**config.mk**
```make
export PLATFORM = sky130hd
export DESIGN_NAME = charger_mask_setpoint_regs
export DESIGN_NICKNAME = d
export VERILOG_FILES = /design/src/hw/pin_sync3.v /design/src/hw/charger_mask_setpoint_regs.v
export VERILOG_INCLUDE_DIRS = /design/src /design/src/hw
export SDC_FILE = /design/constraint.sdc
export NUM_CORES = 1
export LEC_CHECK = 0
export ABC_AREA = 0
export BUFFER_PORTS_ARGS = -buffer_cell sky130_fd_sc_hd__clkbuf_2
export CAP_MARGIN = 20
export CORE_ASPECT_RATIO = 0.6
export CORE_MARGIN = 2
export CORE_UTILIZATION = 35
export DETAILED_ROUTE_END_ITERATION = 8
export GPL_TIMING_DRIVEN = 1
export PLACE_DENSITY_LB_ADDON = 0.05
export SETUP_SLACK_MARGIN = 0.05
export SLEW_MARGIN = 20
export SYNTH_ARGS = -nofsm -noshare
export SYNTH_HDL_FRONTEND = slang
export SYNTH_SLANG_ARGS = --single-unit
```
**constraint.sdc**
```tcl
create_clock -name clk -period 2.9 [get_ports clk]
set_input_delay 0.145 -clock clk [delete_from_list [all_inputs] [get_ports clk]]
set_output_delay 0.145 -clock clk [all_outputs]
set_load 0.005 [all_outputs]
```
**src/hw/charger_regs_defs.vh**
```
`ifndef CHARGER_REGS_DEFS_VH
`define CHARGER_REGS_DEFS_VH

// Register offsets on the control bus
`define OFS_CHARGE_EVENT_MASK 8'h0B
`define OFS_THERMAL_TIMEOUT_MASK 8'h0C
`define OFS_BOOST_EVENT_MASK 8'h0D
`define OFS_CHARGE_VOLTAGE_SET 8'h0E
`define OFS_CHARGE_CURRENT_SET 8'h0F

// Field positions, charge event mask
`define BIT_INPUT_LOW 4
`define BIT_INPUT_HIGH 3
`define BIT_BATTERY_REMOVED 2
`define BIT_BUCK_OVERVOLTAGE 1
`define BIT_CHARGE_STATE_CHANGE 0

// Field positions, thermal and timeout mask
`define BIT_BATTERY_HOT 7
`define BIT_BATTERY_WARM 6
`define BIT_BATTERY_CHILLY 5
`define BIT_BATTERY_COLD 4
`define BIT_WATCHDOG_TIMEOUT 3
`define BIT_USB_TIMEOUT 2
`define BIT_CHARGE_TIMEOUT 1

// Field positions, setpoints
`define EOC_MSB 6
`define EOC_LSB 4
`define CHARGE_CURRENT_CODE_MSB 3
`define CHARGE_CURRENT_CODE_LSB 0
`define VSET_MSB 5
`define VSET_LSB 0

// Reset values of the stored fields
`define RST_CHARGE_EVENT_MASK 5'h00
`define RST_THERMAL_TIMEOUT_MASK 7'h07
`define RST_BOOST_EVENT_MASK 4'hF
`define RST_VOLTAGE_CODE 6'h0C
`define RST_EOC_CODE 3'h2
`define RST_CHARGE_CURRENT_CODE_CODE 4'h6

// Setpoint scaling
`define VSET_TOP_CODE 6'h30
`define VSET_BASE_MV 13'h0CE4
`define VSET_STEP_MV 13'h0019
`define EOC_BASE_MA 12'h064
`define EOC_STEP_MA 12'h019

`endif

```
**src/hw/pin_sync3.v**
```verilog
// Three-stage pin synchroniser; output moves only when stages 2 and 3 agree
module pin_sync3 #(
    parameter WIDTH = 1,
    parameter [WIDTH-1:0] RESET_VAL = {WIDTH{1'b0}}
) (
    input wire clk,
    input wire rst_b,
    input wire [WIDTH-1:0] asyncIn,
    output wire [WIDTH-1:0] synced
);

    reg [WIDTH-1:0] stage1_reg;
    reg [WIDTH-1:0] stage2_reg;
    reg [WIDTH-1:0] stage3_reg;
    reg [WIDTH-1:0] out_reg;
    integer i;

    always @(posedge clk) begin
        if (!rst_b) begin
            stage1_reg <= RESET_VAL;
            stage2_reg <= RESET_VAL;
            stage3_reg <= RESET_VAL;
            out_reg <= RESET_VAL;
        end else begin
            stage1_reg <= asyncIn;
            stage2_reg <= stage1_reg;
            stage3_reg <= stage2_reg;
            for (i = 0; i < WIDTH; i = i + 1) begin
                if (stage2_reg[i] == stage3_reg[i]) begin
                    out_reg[i] <= stage3_reg[i];
                end
            end
        end
    end

    assign synced = out_reg;

endmodule // pin_sync3

```
**src/hw/charger_mask_setpoint_regs.v**
```verilog
`include "charger_regs_defs.vh"

module charger_mask_setpoint_regs #(
    // Bus address of the device; value is arbitrary
    parameter [6:0] DEV_ADDR = 7'h2A
) (
    input wire clk,
    input wire rst_b,
    input wire scl,
    input wire sdaIn,
    output wire sdaOut,
    output wire sdaOe,
    input wire offState,
    input wire regResetReq,
    input wire boostHostMode,
    input wire [4:0] chargeEvents,
    input wire [7:1] thermalEvents,
    input wire [3:0] boostEvents,
    input wire [11:0] chargeCurrentMa,
    output wire irqEventPulse,
    output wire eocAboveSense,
    output wire [5:0] chargeVoltageCode,
    output wire [12:0] chargeVoltageMv,
    output wire [2:0] eocThresholdCode,
    output wire [11:0] eocThresholdMa,
    output wire [3:0] chargeCurrentCode
);

    localparam [2:0] ST_IDLE = 3'h0;
    localparam [2:0] ST_ADDR = 3'h1;
    localparam [2:0] ST_ACK = 3'h2;
    localparam [2:0] ST_PTR = 3'h3;
    localparam [2:0] ST_WDATA = 3'h4;
    localparam [2:0] ST_RDATA = 3'h5;
    localparam [2:0] ST_RACK = 3'h6;

    function [12:0] voltageMv;
        input [5:0] code;
        begin
            voltageMv = `VSET_BASE_MV + ({7'h00, code} * `VSET_STEP_MV);
        end
    endfunction

    function [11:0] thresholdMa;
        input [2:0] code;
        begin
            thresholdMa = `EOC_BASE_MA + ({9'h000, code} * `EOC_STEP_MA);
        end
    endfunction

    wire [1:0] busSync;
    wire sclS;
    wire sdaS;
    reg sclPrev_reg;
    reg sdaPrev_reg;
    wire sclRise;
    wire sclFall;
    wire startCond;
    wire stopCond;

    reg [2:0] state_reg;
    reg [2:0] afterAck_reg;
    reg [3:0] bitCnt_reg;
    reg [7:0] shift_reg;
    reg [7:0] ptr_reg;
    reg sdaOe_reg;
    reg sdaOut_reg;
    reg [7:0] rdByte;
    wire wrStrobe;

    reg boostPrev_reg;
    wire regClear;

    reg [4:0] chargeMask_reg;
    reg [7:1] thermalMask_reg;
    reg [3:0] boostMask_reg;
    reg [5:0] vsetCode_reg;
    reg [2:0] eocCode_reg;
    reg [3:0] ichgCode_reg;

    reg irqPulse_reg;
    reg eocSense_reg;
    reg [12:0] voltageMv_reg;
    reg [11:0] thresholdMa_reg;

    pin_sync3 #(
        .WIDTH(2),
        .RESET_VAL(2'h3)
    ) uBusSync (
        .clk(clk),
        .rst_b(rst_b),
        .asyncIn({scl, sdaIn}),
        .synced(busSync)
    );

    assign sclS = busSync[1];
    assign sdaS = busSync[0];
    assign sclRise = sclS & ~sclPrev_reg;
    assign sclFall = ~sclS & sclPrev_reg;
    assign startCond = sclS & sclPrev_reg & sdaPrev_reg & ~sdaS;
    assign stopCond = sclS & sclPrev_reg & ~sdaPrev_reg & sdaS;

    always @(posedge clk) begin
        if (!rst_b) begin
            sclPrev_reg <= 1'b1;
            sdaPrev_reg <= 1'b1;
            sdaOut_reg <= 1'b0;
        end else begin
            sclPrev_reg <= sclS;
            sdaPrev_reg <= sdaS;
            sdaOut_reg <= 1'b0;
        end
    end

    // Read mux; unmapped offsets and reserved bits return zero
    always @* begin
        rdByte = 8'h00;
        case (ptr_reg)
            `OFS_CHARGE_EVENT_MASK: rdByte = {3'h0, chargeMask_reg};
            `OFS_THERMAL_TIMEOUT_MASK: rdByte = {thermalMask_reg, 1'b0};
            `OFS_BOOST_EVENT_MASK: rdByte = {4'h0, boostMask_reg};
            `OFS_CHARGE_VOLTAGE_SET: rdByte = {2'h0, vsetCode_reg};
            `OFS_CHARGE_CURRENT_SET:
                rdByte = {1'b0, eocCode_reg, ichgCode_reg};
            default: rdByte = 8'h00;
        endcase
    end

    // Bus slave: address, register pointer, then data with auto-increment
    always @(posedge clk) begin
        if (!rst_b) begin
            state_reg <= ST_IDLE;
            afterAck_reg <= ST_IDLE;
            bitCnt_reg <= 4'h0;
            shift_reg <= 8'h00;
            ptr_reg <= 8'h00;
            sdaOe_reg <= 1'b0;
        end else if (startCond) begin
            state_reg <= ST_ADDR;
            bitCnt_reg <= 4'h0;
            sdaOe_reg <= 1'b0;
        end else if (stopCond) begin
            state_reg <= ST_IDLE;
            sdaOe_reg <= 1'b0;
        end else begin
            case (state_reg)
                ST_ADDR, ST_PTR, ST_WDATA: begin
                    if (sclRise && bitCnt_reg != 4'h8) begin
                        shift_reg <= {shift_reg[6:0], sdaS};
                        bitCnt_reg <= bitCnt_reg + 4'h1;
                    end else if (sclFall && bitCnt_reg == 4'h8) begin
                        bitCnt_reg <= 4'h0;
                        if (state_reg == ST_ADDR) begin
                            if (shift_reg[7:1] == DEV_ADDR) begin
                                sdaOe_reg <= 1'b1;
                                state_reg <= ST_ACK;
                                afterAck_reg <= shift_reg[0] ? ST_RDATA
                                                             : ST_PTR;
                            end else begin
                                state_reg <= ST_IDLE;
                            end
                        end else begin
                            sdaOe_reg <= 1'b1;
                            state_reg <= ST_ACK;
                            afterAck_reg <= ST_WDATA;
                            if (state_reg == ST_PTR) begin
                                ptr_reg <= shift_reg;
                            end else begin
                                ptr_reg <= ptr_reg + 8'h01;
                            end
                        end
                    end
                end
                ST_ACK: begin
                    if (sclFall) begin
                        state_reg <= afterAck_reg;
                        bitCnt_reg <= 4'h0;
                        if (afterAck_reg == ST_RDATA) begin
                            shift_reg <= rdByte;
                            sdaOe_reg <= ~rdByte[7];
                            ptr_reg <= ptr_reg + 8'h01;
                        end else begin
                            sdaOe_reg <= 1'b0;
                        end
                    end
                end
                ST_RDATA: begin
                    if (sclRise) begin
                        bitCnt_reg <= bitCnt_reg + 4'h1;
                    end else if (sclFall) begin
                        if (bitCnt_reg == 4'h8) begin
                            sdaOe_reg <= 1'b0;
                            state_reg <= ST_RACK;
                            bitCnt_reg <= 4'h0;
                        end else begin
                            shift_reg <= {shift_reg[6:0], 1'b0};
                            sdaOe_reg <= ~shift_reg[6];
                        end
                    end
                end
                ST_RACK: begin
                    if (sclRise && sdaS) begin
                        state_reg <= ST_IDLE;
                    end else if (sclFall) begin
                        state_reg <= ST_RDATA;
                        shift_reg <= rdByte;
                        sdaOe_reg <= ~rdByte[7];
                        ptr_reg <= ptr_reg + 8'h01;
                    end
                end
                default: begin
                    state_reg <= ST_IDLE;
                end
            endcase
        end
    end

    assign wrStrobe = (state_reg == ST_WDATA) && sclFall &&
                      (bitCnt_reg == 4'h8) && !startCond && !stopCond;

    // Boost mode entry is its rising edge
    always @(posedge clk) begin
        if (!rst_b) begin
            boostPrev_reg <= 1'b0;
        end else begin
            boostPrev_reg <= boostHostMode;
        end
    end

    assign regClear = offState | regResetReq |
                      (boostHostMode & ~boostPrev_reg);

    // Stored fields only; reserved bits have no storage at all
    always @(posedge clk) begin
        if (!rst_b || regClear) begin
            chargeMask_reg <= `RST_CHARGE_EVENT_MASK;
            thermalMask_reg <= `RST_THERMAL_TIMEOUT_MASK;
            boostMask_reg <= `RST_BOOST_EVENT_MASK;
            vsetCode_reg <= `RST_VOLTAGE_CODE;
            eocCode_reg <= `RST_EOC_CODE;
            ichgCode_reg <= `RST_CHARGE_CURRENT_CODE_CODE;
        end else if (wrStrobe) begin
            case (ptr_reg)
                `OFS_CHARGE_EVENT_MASK:
                    chargeMask_reg <= shift_reg[4:0];
                `OFS_THERMAL_TIMEOUT_MASK:
                    thermalMask_reg <= shift_reg[7:1];
                `OFS_BOOST_EVENT_MASK:
                    boostMask_reg <= shift_reg[3:0];
                `OFS_CHARGE_VOLTAGE_SET: begin
                    // Codes above the top setting are held at the top
                    if (shift_reg[`VSET_MSB:`VSET_LSB] > `VSET_TOP_CODE) begin
                        vsetCode_reg <= `VSET_TOP_CODE;
                    end else begin
                        vsetCode_reg <= shift_reg[`VSET_MSB:`VSET_LSB];
                    end
                end
                `OFS_CHARGE_CURRENT_SET: begin
                    eocCode_reg <= shift_reg[`EOC_MSB:`EOC_LSB];
                    ichgCode_reg <= shift_reg[`CHARGE_CURRENT_CODE_MSB:`CHARGE_CURRENT_CODE_LSB];
                end
                default: begin
                    ichgCode_reg <= ichgCode_reg;
                end
            endcase
        end
    end

    // Scaled setpoints, end of charge compare and masked event request
    always @(posedge clk) begin
        if (!rst_b) begin
            irqPulse_reg <= 1'b0;
            eocSense_reg <= 1'b0;
            voltageMv_reg <= voltageMv(`RST_VOLTAGE_CODE);
            thresholdMa_reg <= thresholdMa(`RST_EOC_CODE);
        end else begin
            irqPulse_reg <= |(chargeEvents & ~chargeMask_reg) |
                            |(thermalEvents & ~thermalMask_reg) |
                            |(boostEvents & ~boostMask_reg);
            eocSense_reg <= chargeCurrentMa >
                            thresholdMa(eocCode_reg);
            voltageMv_reg <= voltageMv(vsetCode_reg);
            thresholdMa_reg <= thresholdMa(eocCode_reg);
        end
    end

    assign sdaOut = sdaOut_reg;
    assign sdaOe = sdaOe_reg;
    assign irqEventPulse = irqPulse_reg;
    assign eocAboveSense = eocSense_reg;
    assign chargeVoltageCode = vsetCode_reg;
    assign chargeVoltageMv = voltageMv_reg;
    assign eocThresholdCode = eocCode_reg;
    assign eocThresholdMa = thresholdMa_reg;
    assign chargeCurrentCode = ichgCode_reg;

endmodule // charger_mask_setpoint_regs

```
# Word level (Yosys, flattened, before mapping)
# Cells that the tools add are included.
totals:
  reg_bits: 94
  out_inout_bits: 42
  input_bits: 35
  word_cells: 191
classes:
  n_lt_le_gt_ge: 2
  n_mux: 55
  multipliers: 2
  bitwise: 29
  n_reduce_logical: 32
  eq_ne: 42
  addsub: 4
ops:
  columns: ["op", "count"]
  rows:
  - ["2-to-1 mux 8 bit", 16]
  - ["equality test 8 x 4 -> 1 bit, second input constant", 5]
  - ["case mux 8 bit (5 select lines)", 1]
  - ["2-to-1 mux 3 bit", 12]
  - ["case mux 8 bit (4 select lines)", 1]
  - ["!= test 4 bit, second input constant", 7]
  - ["2-to-1 mux 4 bit", 6]
  - ["!= test 2 bit, second input constant", 12]
  - ["case mux 8 bit (3 select lines)", 1]
  - ["!= test 3 bit, second input constant", 5]
  - ["AND reduction 7 bit", 2]
  - ["adder 12 x 11 -> 13 bit, first input constant", 1]
  - ["2-to-1 mux 1 bit", 13]
  - ["equality test 3 bit, second input constant", 4]
  - ["greater-than comparator 12 bit", 1]
  - ["case mux 3 bit (4 select lines)", 1]
  - ["case mux 4 bit (3 select lines)", 1]
  - ["AND reduction 6 bit", 2]
  - ["multiplier 6 x 5 -> 11 bit, second input constant", 1]
  - ["inverter 1 bit", 11]
  - ["AND reduction 11 bit", 1]
  - ["AND reduction 10 bit", 1]
  - ["AND reduction 2 bit", 5]
  - ["adder 7 x 8 -> 9 bit, first input constant", 1]
  - ["33 further kinds", 55]

# Depth between registers and ports, before layout
# Gate-level depths: netlist (run 1).
logic_depth:
  depth_word: 8
  depth_mapped: 14
  depth_no_buf: 14

# Modules after synthesis
# Synthesis (run 1) repeated with hierarchy kept, for this count alone.
unflattened:
  hier_cells: 620
  area_unflattened_um2: 5455.2
by_module_without_submodules:
  columns: ["module", "cells_per_inst", "seq_area_each_um2", "area_each_um2", "instances"]
  rows:
  - ["charger_mask_setpoint_regs", 600, 1661.6, 5230.0, 1]
  - ["pin_sync3", 20, 160.2, 225.2, 1]

# Worst setup path after synthesis (run 1)
# OpenSTA, ideal clock, no wires.
synth_path:
  path_kind: "register to register"
  from: "reg vsetCode_reg[2] (netlist: chargeVoltageCode[2])"
  to: "reg voltageMv_reg[10] (netlist: chargeVoltageMv[10])"
  setup_ns: 0.124
  path_stages_with_launch: 13
  t_arrival_ns: 2.649
  path_buffers: 0
  slack_ns: 0.128
  period_less_slack_ns: 2.772
  required_ns: 2.776
  cell_sequence: "dfxtp_1 inv_1 ha_1 inv_1 fa_1 ha_1 inv_1 fa_1 nor2b_1 o21a_1 o21a_1 o2111ai_1 nor3b_1"
synth_between:
  elab_chain_len: 2
synth_lines:
  columns: ["item", "line", "rtl"]
  rows:
  - ["from (decl)", "charger_mask_setpoint_regs.v:77", "reg [5:0] vsetCode_reg;"]
  - ["from (signal assigned)", "charger_mask_setpoint_regs.v:239", "vsetCode_reg <= `RST_VOLTAGE_CODE;"]
  - ["from (signal assigned)", "charger_mask_setpoint_regs.v:253", "vsetCode_reg <= `VSET_TOP_CODE;"]
  - ["from (signal assigned)", "charger_mask_setpoint_regs.v:255", "vsetCode_reg <= shift_reg[`VSET_MSB:`VSET_LSB];"]
  - ["multiplier 6 x 5 -> 11 bit (no source line)", null, null]
  - ["adder 12 x 11 -> 13 bit (no source line)", null, null]
  - ["to (signal assigned)", "charger_mask_setpoint_regs.v:274", "voltageMv_reg <= voltageMv(`RST_VOLTAGE_CODE);"]
  - ["to (signal assigned)", "charger_mask_setpoint_regs.v:282", "voltageMv_reg <= voltageMv(vsetCode_reg);"]
  - ["to (decl)", "charger_mask_setpoint_regs.v:83", "reg [12:0] voltageMv_reg;"]
# Every way passes these cells.
# A chain may end at the register's enable or synchronous reset.

# Worst setup path in the final report (run 1)
layout_path:
  from: "reg vsetCode_reg[1] (netlist: chargeVoltageCode[1])"
  to: "reg voltageMv_reg[10] (netlist: chargeVoltageMv[10])"
# The elaborated chain is that of the path after synthesis.

==> out/results.txt, run 1 <==
crit path from -> chargeVoltageCode[1]
RSZ-0062 raised after global routing -> no
Reg2Reg Setup Slack -> 0.19 ns
Critical Path End Type -> register
Mapped Cells -> 644
PortBufs -> 72
Die Ht -> 99.9 microns
ant diodes -> 0
CP Max Fanout -> 4
vias in the first global route -> 4576
root buf cell -> clkbuf_16
Detailed Route WL -> 15300 microns
Setup TNS Final -> 0 ns
Final Max Slew Viols -> 0
startpoint types -> register
Total GRT Usage -> 19.6%
number of synthesized flops with an enable pin -> 0
status -> complete, no violations
H-tree depth -> 3
Min-Delay Path Class -> input port to register
via count -> 4806
R2R cell count -> 12
post-synthesis sequential area ratio -> 34.0%
postcts setup bufs -> 0
CTS Buf Count -> 9
clock share of power -> 47.3%
final worst setup slack -> 0.190 ns
WL met2 -> 5850 microns
kind of critical path -> register to register
Sw Share -> 22.9%
Metal-1 WL -> 8260 microns
post-synth top area cell -> dfxtp_1
Worst R2R Start -> chargeVoltageCode[1]
First-pass DRT Iterations -> 8
P&R area growth vs syn -> 16.7%
fill count -> 1535
hold path startpoint -> boostHostMode
drc violations -> 0
Logic pwr share -> 3.4%
Critical Path RT -> 3.13 ns
ranking of synthesized cells by area -> dfxtp_1 (34%), ha_1 (12%), a21oi_1 (5.2%)
sequential power share -> 49.3%
Top Metal Used -> met4
Leak -> 0.00268 uW
worst-margin pin slew -> 0.940 ns
Yosys top cell area share -> 34.0%
max reg flops -> 13
ys async rst share -> 0%
endpoints failing setup -> 0
Die Wd -> 164 microns
post-route ant nets -> 0
Switch Pwr -> 584 uW
synthesized area -> 5360 sq um
hold endpoint -> boostPrev_reg
Achievable Freq -> 369 MHz
largest net degree at the start of global routing -> 48
initial antenna violation count -> 0
R2R Path End -> chargeVoltageMv[10]
Rel. slew slack -> 37.1%
clk buf depth -> 2
I/O Pins -> 77
fin crit share -> 93.4%
TritonCTS clock tree -> yes
P per Cell Area -> 408 nW/um^2
Peak supply drop -> 0.233 mV
Synth cell types -> 78
most frequent cell after synthesis -> dfxtp_1
gpl congestion -> 0.880
yosys warns -> 0
Routed WL per cell -> 16.8 microns
Internal -> 1970 uW
first-pass GRT wire length -> 24900 microns
hold path depth -> 2
DRT iter0 DRCs -> 479
WP data arrival -> 2.94 ns
core area -> 14700 sq um
met3 wire len -> 1140 microns
num rows -> 34
Final Cell Area -> 6260 sq um
die area -> 16400 sq um
Clk pin slew, worst setup/hold paths -> 0.07 ns
top_reg_cell synth -> dfxtp_1
Min Clock Period, post-route -> 2.71 ns
Remaining Overflow, GRT -> 0
#FFs+latches synth -> 91
layout cells sized above 1 -> 19.6%
pre-CTS WS -> 0.0876 ns
final HPWL from detailed placement -> 11400 microns
Clock Latency Late Sink -> 0.34 ns
clock sink count -> 91
Hold Vio Cnt, Final -> 0
Setup Skew -> 0.00540 ns
Max Cap Viol -> 0
syn avg cell area -> 8.33 sq um
list of most frequent post-synthesis cells -> dfxtp_1 (91), nand2_1 (71), a21oi_1 (56), inv_1 (56), ha_1 (52)
DP Area -> 5880 sq um
initial core utilization -> 36.4%
Nets -> 798
power consumption -> 2550 uW
vias per std cell -> 5.28
## worst max path at each step
| stage | end | slack [ns] | cells after the start |
|---|---|---|---|
| after floorplan | chargeVoltageMv[10] | 0.13 | 12 |
| after global placement | chargeVoltageMv[10] | 0.11 | 12 |
| after detailed placement | chargeVoltageMv[10] | 0.09 | 12 |
| after CTS | chargeVoltageMv[10] | 0.07 | 12 |
| after global routing | chargeVoltageMv[10] | 0.06 | 12 |
| final | chargeVoltageMv[10] | 0.19 | 12 |
## layout by cell type (no fill, tap or decap), types with 4 or more instances in the layout
cell / Yosys / routed
dfxtp_1: 91 / 88
clkbuf_2: 1 / 72
nand2_1: 71 / 71
a21oi_1: 56 / 55
inv_1: 56 / 53
ha_1: 52 / 48
nand3_1: 38 / 38
nor2_1: 36 / 36
o21ai_0: 18 / 17
buf_4: 8 / 17
nand2b_1: 14 / 14
nor3_1: 13 / 13
a22oi_1: 10 / 10
clkbuf_16: 0 / 9
mux2i_1: 8 / 8
o211ai_1: 8 / 8
nor2b_1: 8 / 7
a31oi_1: 6 / 6
and2_1: 6 / 6
a2bb2oi_1: 6 / 6
o21a_1: 5 / 5
a21o_1: 5 / 5
o22ai_1: 5 / 5
nand4_1: 4 / 4
o31ai_1: 4 / 4
or2_2: 4 / 4
nor4_1: 5 / 4
a211oi_1: 4 / 4
conb_1: 1 / 4
## metal layers
| layer | vias up | GRT usage, % |
|---|---|---|
| li1 | 2388 | - |
| met1 | 2234 | 31.1 |
| met2 | 174 | 26.7 |
| met3 | 10 | 4.34 |
| met4 | 0 | 3.51 |
| met5 | - | 0 |
## timing repair
item / CTS / global route
hold buffers: 2 / 0
gates resized for setup: 0 / 16
hold endpoints to repair: 2 / 0
setup endpoints to repair: 0 / 5
## metrics by stage
| stage | std cells | hold slack (ns) | utilization [%] |
|---|---|---|---|
| after floorplan | 647 | 0.246 | - |
| after global placement | 893 | 0.325 | 39.9 |
| after detailed placement | 893 | 0.332 | 39.9 |
| after CTS | 911 | 0.0316 | 42.1 |
| after global routing | 911 | 0.0428 | 42.5 |
| final | 911 | 0.0498 | 42.5 |
## layout make-up
class / instances / area [sq um] / share of cell area [%]
Timing Repair Buffer: 93 / 539 / 8.62
Sequential cell: 91 / 1830 / 29.2
Multi-Input combinational cell: 457 / 3140 / 50.1
Clock buffer: 9 / 225 / 3.60
Tap cell: 198 / 248 / 3.96
Inverter: 56 / 210 / 3.36
Clock inverter: 7 / 75.1 / 1.20
## worst max-delay path: stages (launching register included)
cell and delay (ns):
dfxtp_2 0.35, inv_2 0.06, ha_4 0.25, inv_1 0.04
fa_1 0.48, ha_4 0.29, inv_1 0.04, fa_2 0.34
nor2b_2 0.13, o21a_1 0.15, o21a_1 0.17, o2111ai_1 0.13
nor3b_2 0.18
## power by group through the flow
stage	combinational, uW	clock, uW	sequential (uW)
final	86.2	1210	1260
after global routing	97.6	1280	1260
after CTS	87.0	1240	1260
after detailed placement	84.5	0	1290
after global placement	84.2	0	1290
after floorplan	47.8	0	1290
## kinds of logic (layout without fill, tap and decap cells)
group | after synthesis | in the layout | share of synthesized area (%)
other | 1 | 4 | 0.0699
xor gates and xnor gates | 5 | 5 | 0.817
adders and majority gates | 55 | 55 | 13.3
buffers and inverters | 99 | 165 | 8.87
DFF | 91 | 91 | 34.0
AOI/OAI and AO/OA | 159 | 159 | 19.8
muxes | 10 | 10 | 1.91
and+or+nand+nor | 224 | 224 | 21.3
Note: power is estimated with default switching activity, not from simulation.
==> run 2: changes to the inputs <==
==> constraint.sdc (replaced) <==
create_clock -name clk -period 2.9 [get_ports clk]
set_input_delay 0.58 -clock clk [delete_from_list [all_inputs] [get_ports clk]]
set_output_delay 0.58 -clock clk [all_outputs]
set_load 0.005 [all_outputs]
==> run 2 against run 1 <==
Cell area is essentially flat. Clock-buffer cell count did not move. Non-clock buffer count rose by 2. Via count is 1.4% higher. Cell count rose by 0.22%. Routed wire length is 0.27% lower. First-iteration DRC count is 7.1% lower. Global-route usage fell by 0.45 points. Clock skew is 0.0054 ns higher. Sequential power hardly changed. Largest cell class unchanged. Largest power group unchanged.
==> out/results.txt, run 2 (synthesis gave the netlist of run 1 again) <==
P&R area growth vs syn -> 16.8% (was 16.7%)
largest net degree at the start of global routing -> 48 (unchanged)
Total GRT Usage -> 19.1% (was 19.6%)
hold path depth -> 1 (was 2)
First-pass DRT Iterations -> 5 (was 8)
hold endpoint -> uBusSync.stage2_reg[1] (was boostPrev_reg)
Achievable Freq -> 363 MHz (was 369 MHz)
vias in the first global route -> 4421 (was 4576)
final worst setup slack -> 0.142 ns (was 0.190 ns)
Hold Vio Cnt, Final -> 0 (unchanged)
Min Clock Period, post-route -> 2.76 ns (was 2.71 ns)
most frequent cells in the layout -> dfxtp_1 (88), clkbuf_2 (72), nand2_1 (71) (unchanged)
CTS Buf Count -> 9 (unchanged)
DP Area -> 5900 sq um (was 5880 sq um)
Critical Path End Type -> register (unchanged)
endpoints failing setup -> 0 (unchanged)
drc violations -> 0 (unchanged)
DRT iter0 DRCs -> 445 (was 479)
initial core utilization -> 36.4% (unchanged)
PortBufs -> 72 (unchanged)
via count -> 4873 (was 4806)
R2R cell count -> 12 (unchanged)
Final Max Slew Viols -> 0 (unchanged)
CP Max Fanout -> 4 (unchanged)
core area -> 14700 sq um (unchanged)
most common cell after layout, fill and taps aside -> dfxtp_1 (unchanged)
post-route ant nets -> 0 (unchanged)
ant diodes -> 0 (unchanged)
final HPWL from detailed placement -> 11400 microns (about the same)
Critical Path RT -> 3.12 ns (was 3.13 ns)
clock sink count -> 91 (unchanged)
gpl congestion -> 0.875 (was 0.880)
hold path startpoint -> uBusSync.stage1_reg[1] (was boostHostMode)
R2R Path End -> chargeVoltageMv[10] (unchanged)
Routed WL per cell -> 16.8 microns (about the same)
Clock Latency Late Sink -> 0.35 ns (was 0.34 ns)
startpoint types -> register (unchanged)
P per Cell Area -> 406 nW/um^2 (was 408 nW/um^2)
Rel. slew slack -> 35.2% (was 37.1%)
vias per std cell -> 5.34 (was 5.28)
initial antenna violation count -> 0 (unchanged)
# hold bufs at CTS -> 0 (was 2)
Nets -> 800 (was 798)
Max Cap Viol -> 0 (unchanged)
I/O Pins -> 77 (unchanged)
Peak supply drop -> 0.263 mV (was 0.233 mV)
layout cells sized above 1 -> 19.7% (was 19.6%)
max reg flops -> 13 (unchanged)
pre-CTS WS -> 0.0398 ns (was 0.0876 ns)
crit path from -> chargeVoltageCode[2] (was chargeVoltageCode[1])
TritonCTS clock tree -> yes (unchanged)
num rows -> 34 (unchanged)
RSZ-0062 raised after global routing -> yes (was no)
fin crit share -> 95.1% (was 93.4%)
Leak -> 0.00271 uW (was 0.00268 uW)
Die Ht -> 99.9 microns (unchanged)
die area -> 16400 sq um (unchanged)
Reg2Reg Setup Slack -> 0.14 ns (was 0.19 ns)
Detailed Route WL -> 15300 microns (about the same)
Remaining Overflow, GRT -> 0 (unchanged)
first-pass GRT wire length -> 24200 microns (was 24900 microns)
power consumption -> 2540 uW (was 2550 uW)
Setup Skew -> 0.0108 ns (was 0.00540 ns)
H-tree depth -> 3 (unchanged)
Min-Delay Path Class -> register to register (was input port to register)
root buf cell -> clkbuf_16 (unchanged)
Final Cell Area -> 6260 sq um (about the same)
kind of critical path -> register to register (unchanged)
Die Wd -> 164 microns (unchanged)
Worst R2R Start -> chargeVoltageCode[2] (was chargeVoltageCode[1])
status -> complete, no violations (unchanged)
Clk pin slew, worst setup/hold paths -> 0.07 ns (about the same)
WP data arrival -> 2.98 ns (was 2.94 ns)
worst-margin pin slew -> 0.968 ns (was 0.940 ns)
clk buf depth -> 2 (unchanged)
run 2: changes by cell type in the layout (fill, tap and decap cells not counted), moves of 2 or more:
cell	delta
buf_4	+3
dlygate4sd3_1	-2
ha_1	+2
ha_4	-2
run 2: worst max-delay path, stage by stage (launching register included):
cell       delay [ns]
dfxtp_2          0.32
inv_1            0.07
ha_1             0.28
inv_1            0.05
fa_1             0.44
ha_1             0.31
inv_1            0.06
fa_2             0.34
nor2b_2          0.13
o21a_1           0.15
o21a_1           0.18
o2111ai_2        0.13
nor3b_2          0.17
run 2: worst max-delay path by stage:
stage | end | slack (ns)
4_1_cts | chargeVoltageMv[10] | 0.05
3_3_place_gp | chargeVoltageMv[10] | 0.13
5_1_grt | chargeVoltageMv[10] | -0.0009
6_report | chargeVoltageMv[10] | 0.14
2_1_floorplan | chargeVoltageMv[10] | 0.13
3_5_place_dp | chargeVoltageMv[10] | 0.04
run 2: area by class of cell:
type / instances / area (sq um)
clock inverter: 7 / 73.8
fill: 1505 / 8460
clock buffer: 9 / 225
multi-input combinational: 457 / 3110
tap: 198 / 248
sequential: 91 / 1830
inverter: 56 / 210
timing repair buffer: 95 / 562
run 2: timing repair:
| item | 4_1_cts | 5_1_grt |
|---|---|---|
| pin swaps | 0 | 9 |
| setup buffers | 1 | 2 |
| setup endpoints to repair | 1 | 4 |
| gates resized for setup | 0 | 13 |
run 2: power by group:
part	leakage (uW)	switching, uW	internal (uW)
sequential	0.000736	3.26	1250
clock	0.000146	524	673
combinational	0.00183	50.0	38.3
run 2: through the flow:
stage                     hold WS [ns]   TNS (ns)  util [%]  std cells
after global placement           0.393          0      40.1        894
after CTS                        0.403          0      42.1        911
after detailed placement         0.396          0      40.1        894
after floorplan                  0.386          0         -        647
final                            0.409          0      42.5        913
after global routing             0.423  -0.000934      42.5        913
run 2: per-layer routing:
layer	routed length, microns	up-vias	track usage [%]	share of wire [%]
met3	1200	9	4.05	7.8
li1	-	2397	-	-
met1	8230	2284	31.6	54
met5	0	-	0	0
met2	5770	183	24.6	38
met4	114	0	3.71	0.74
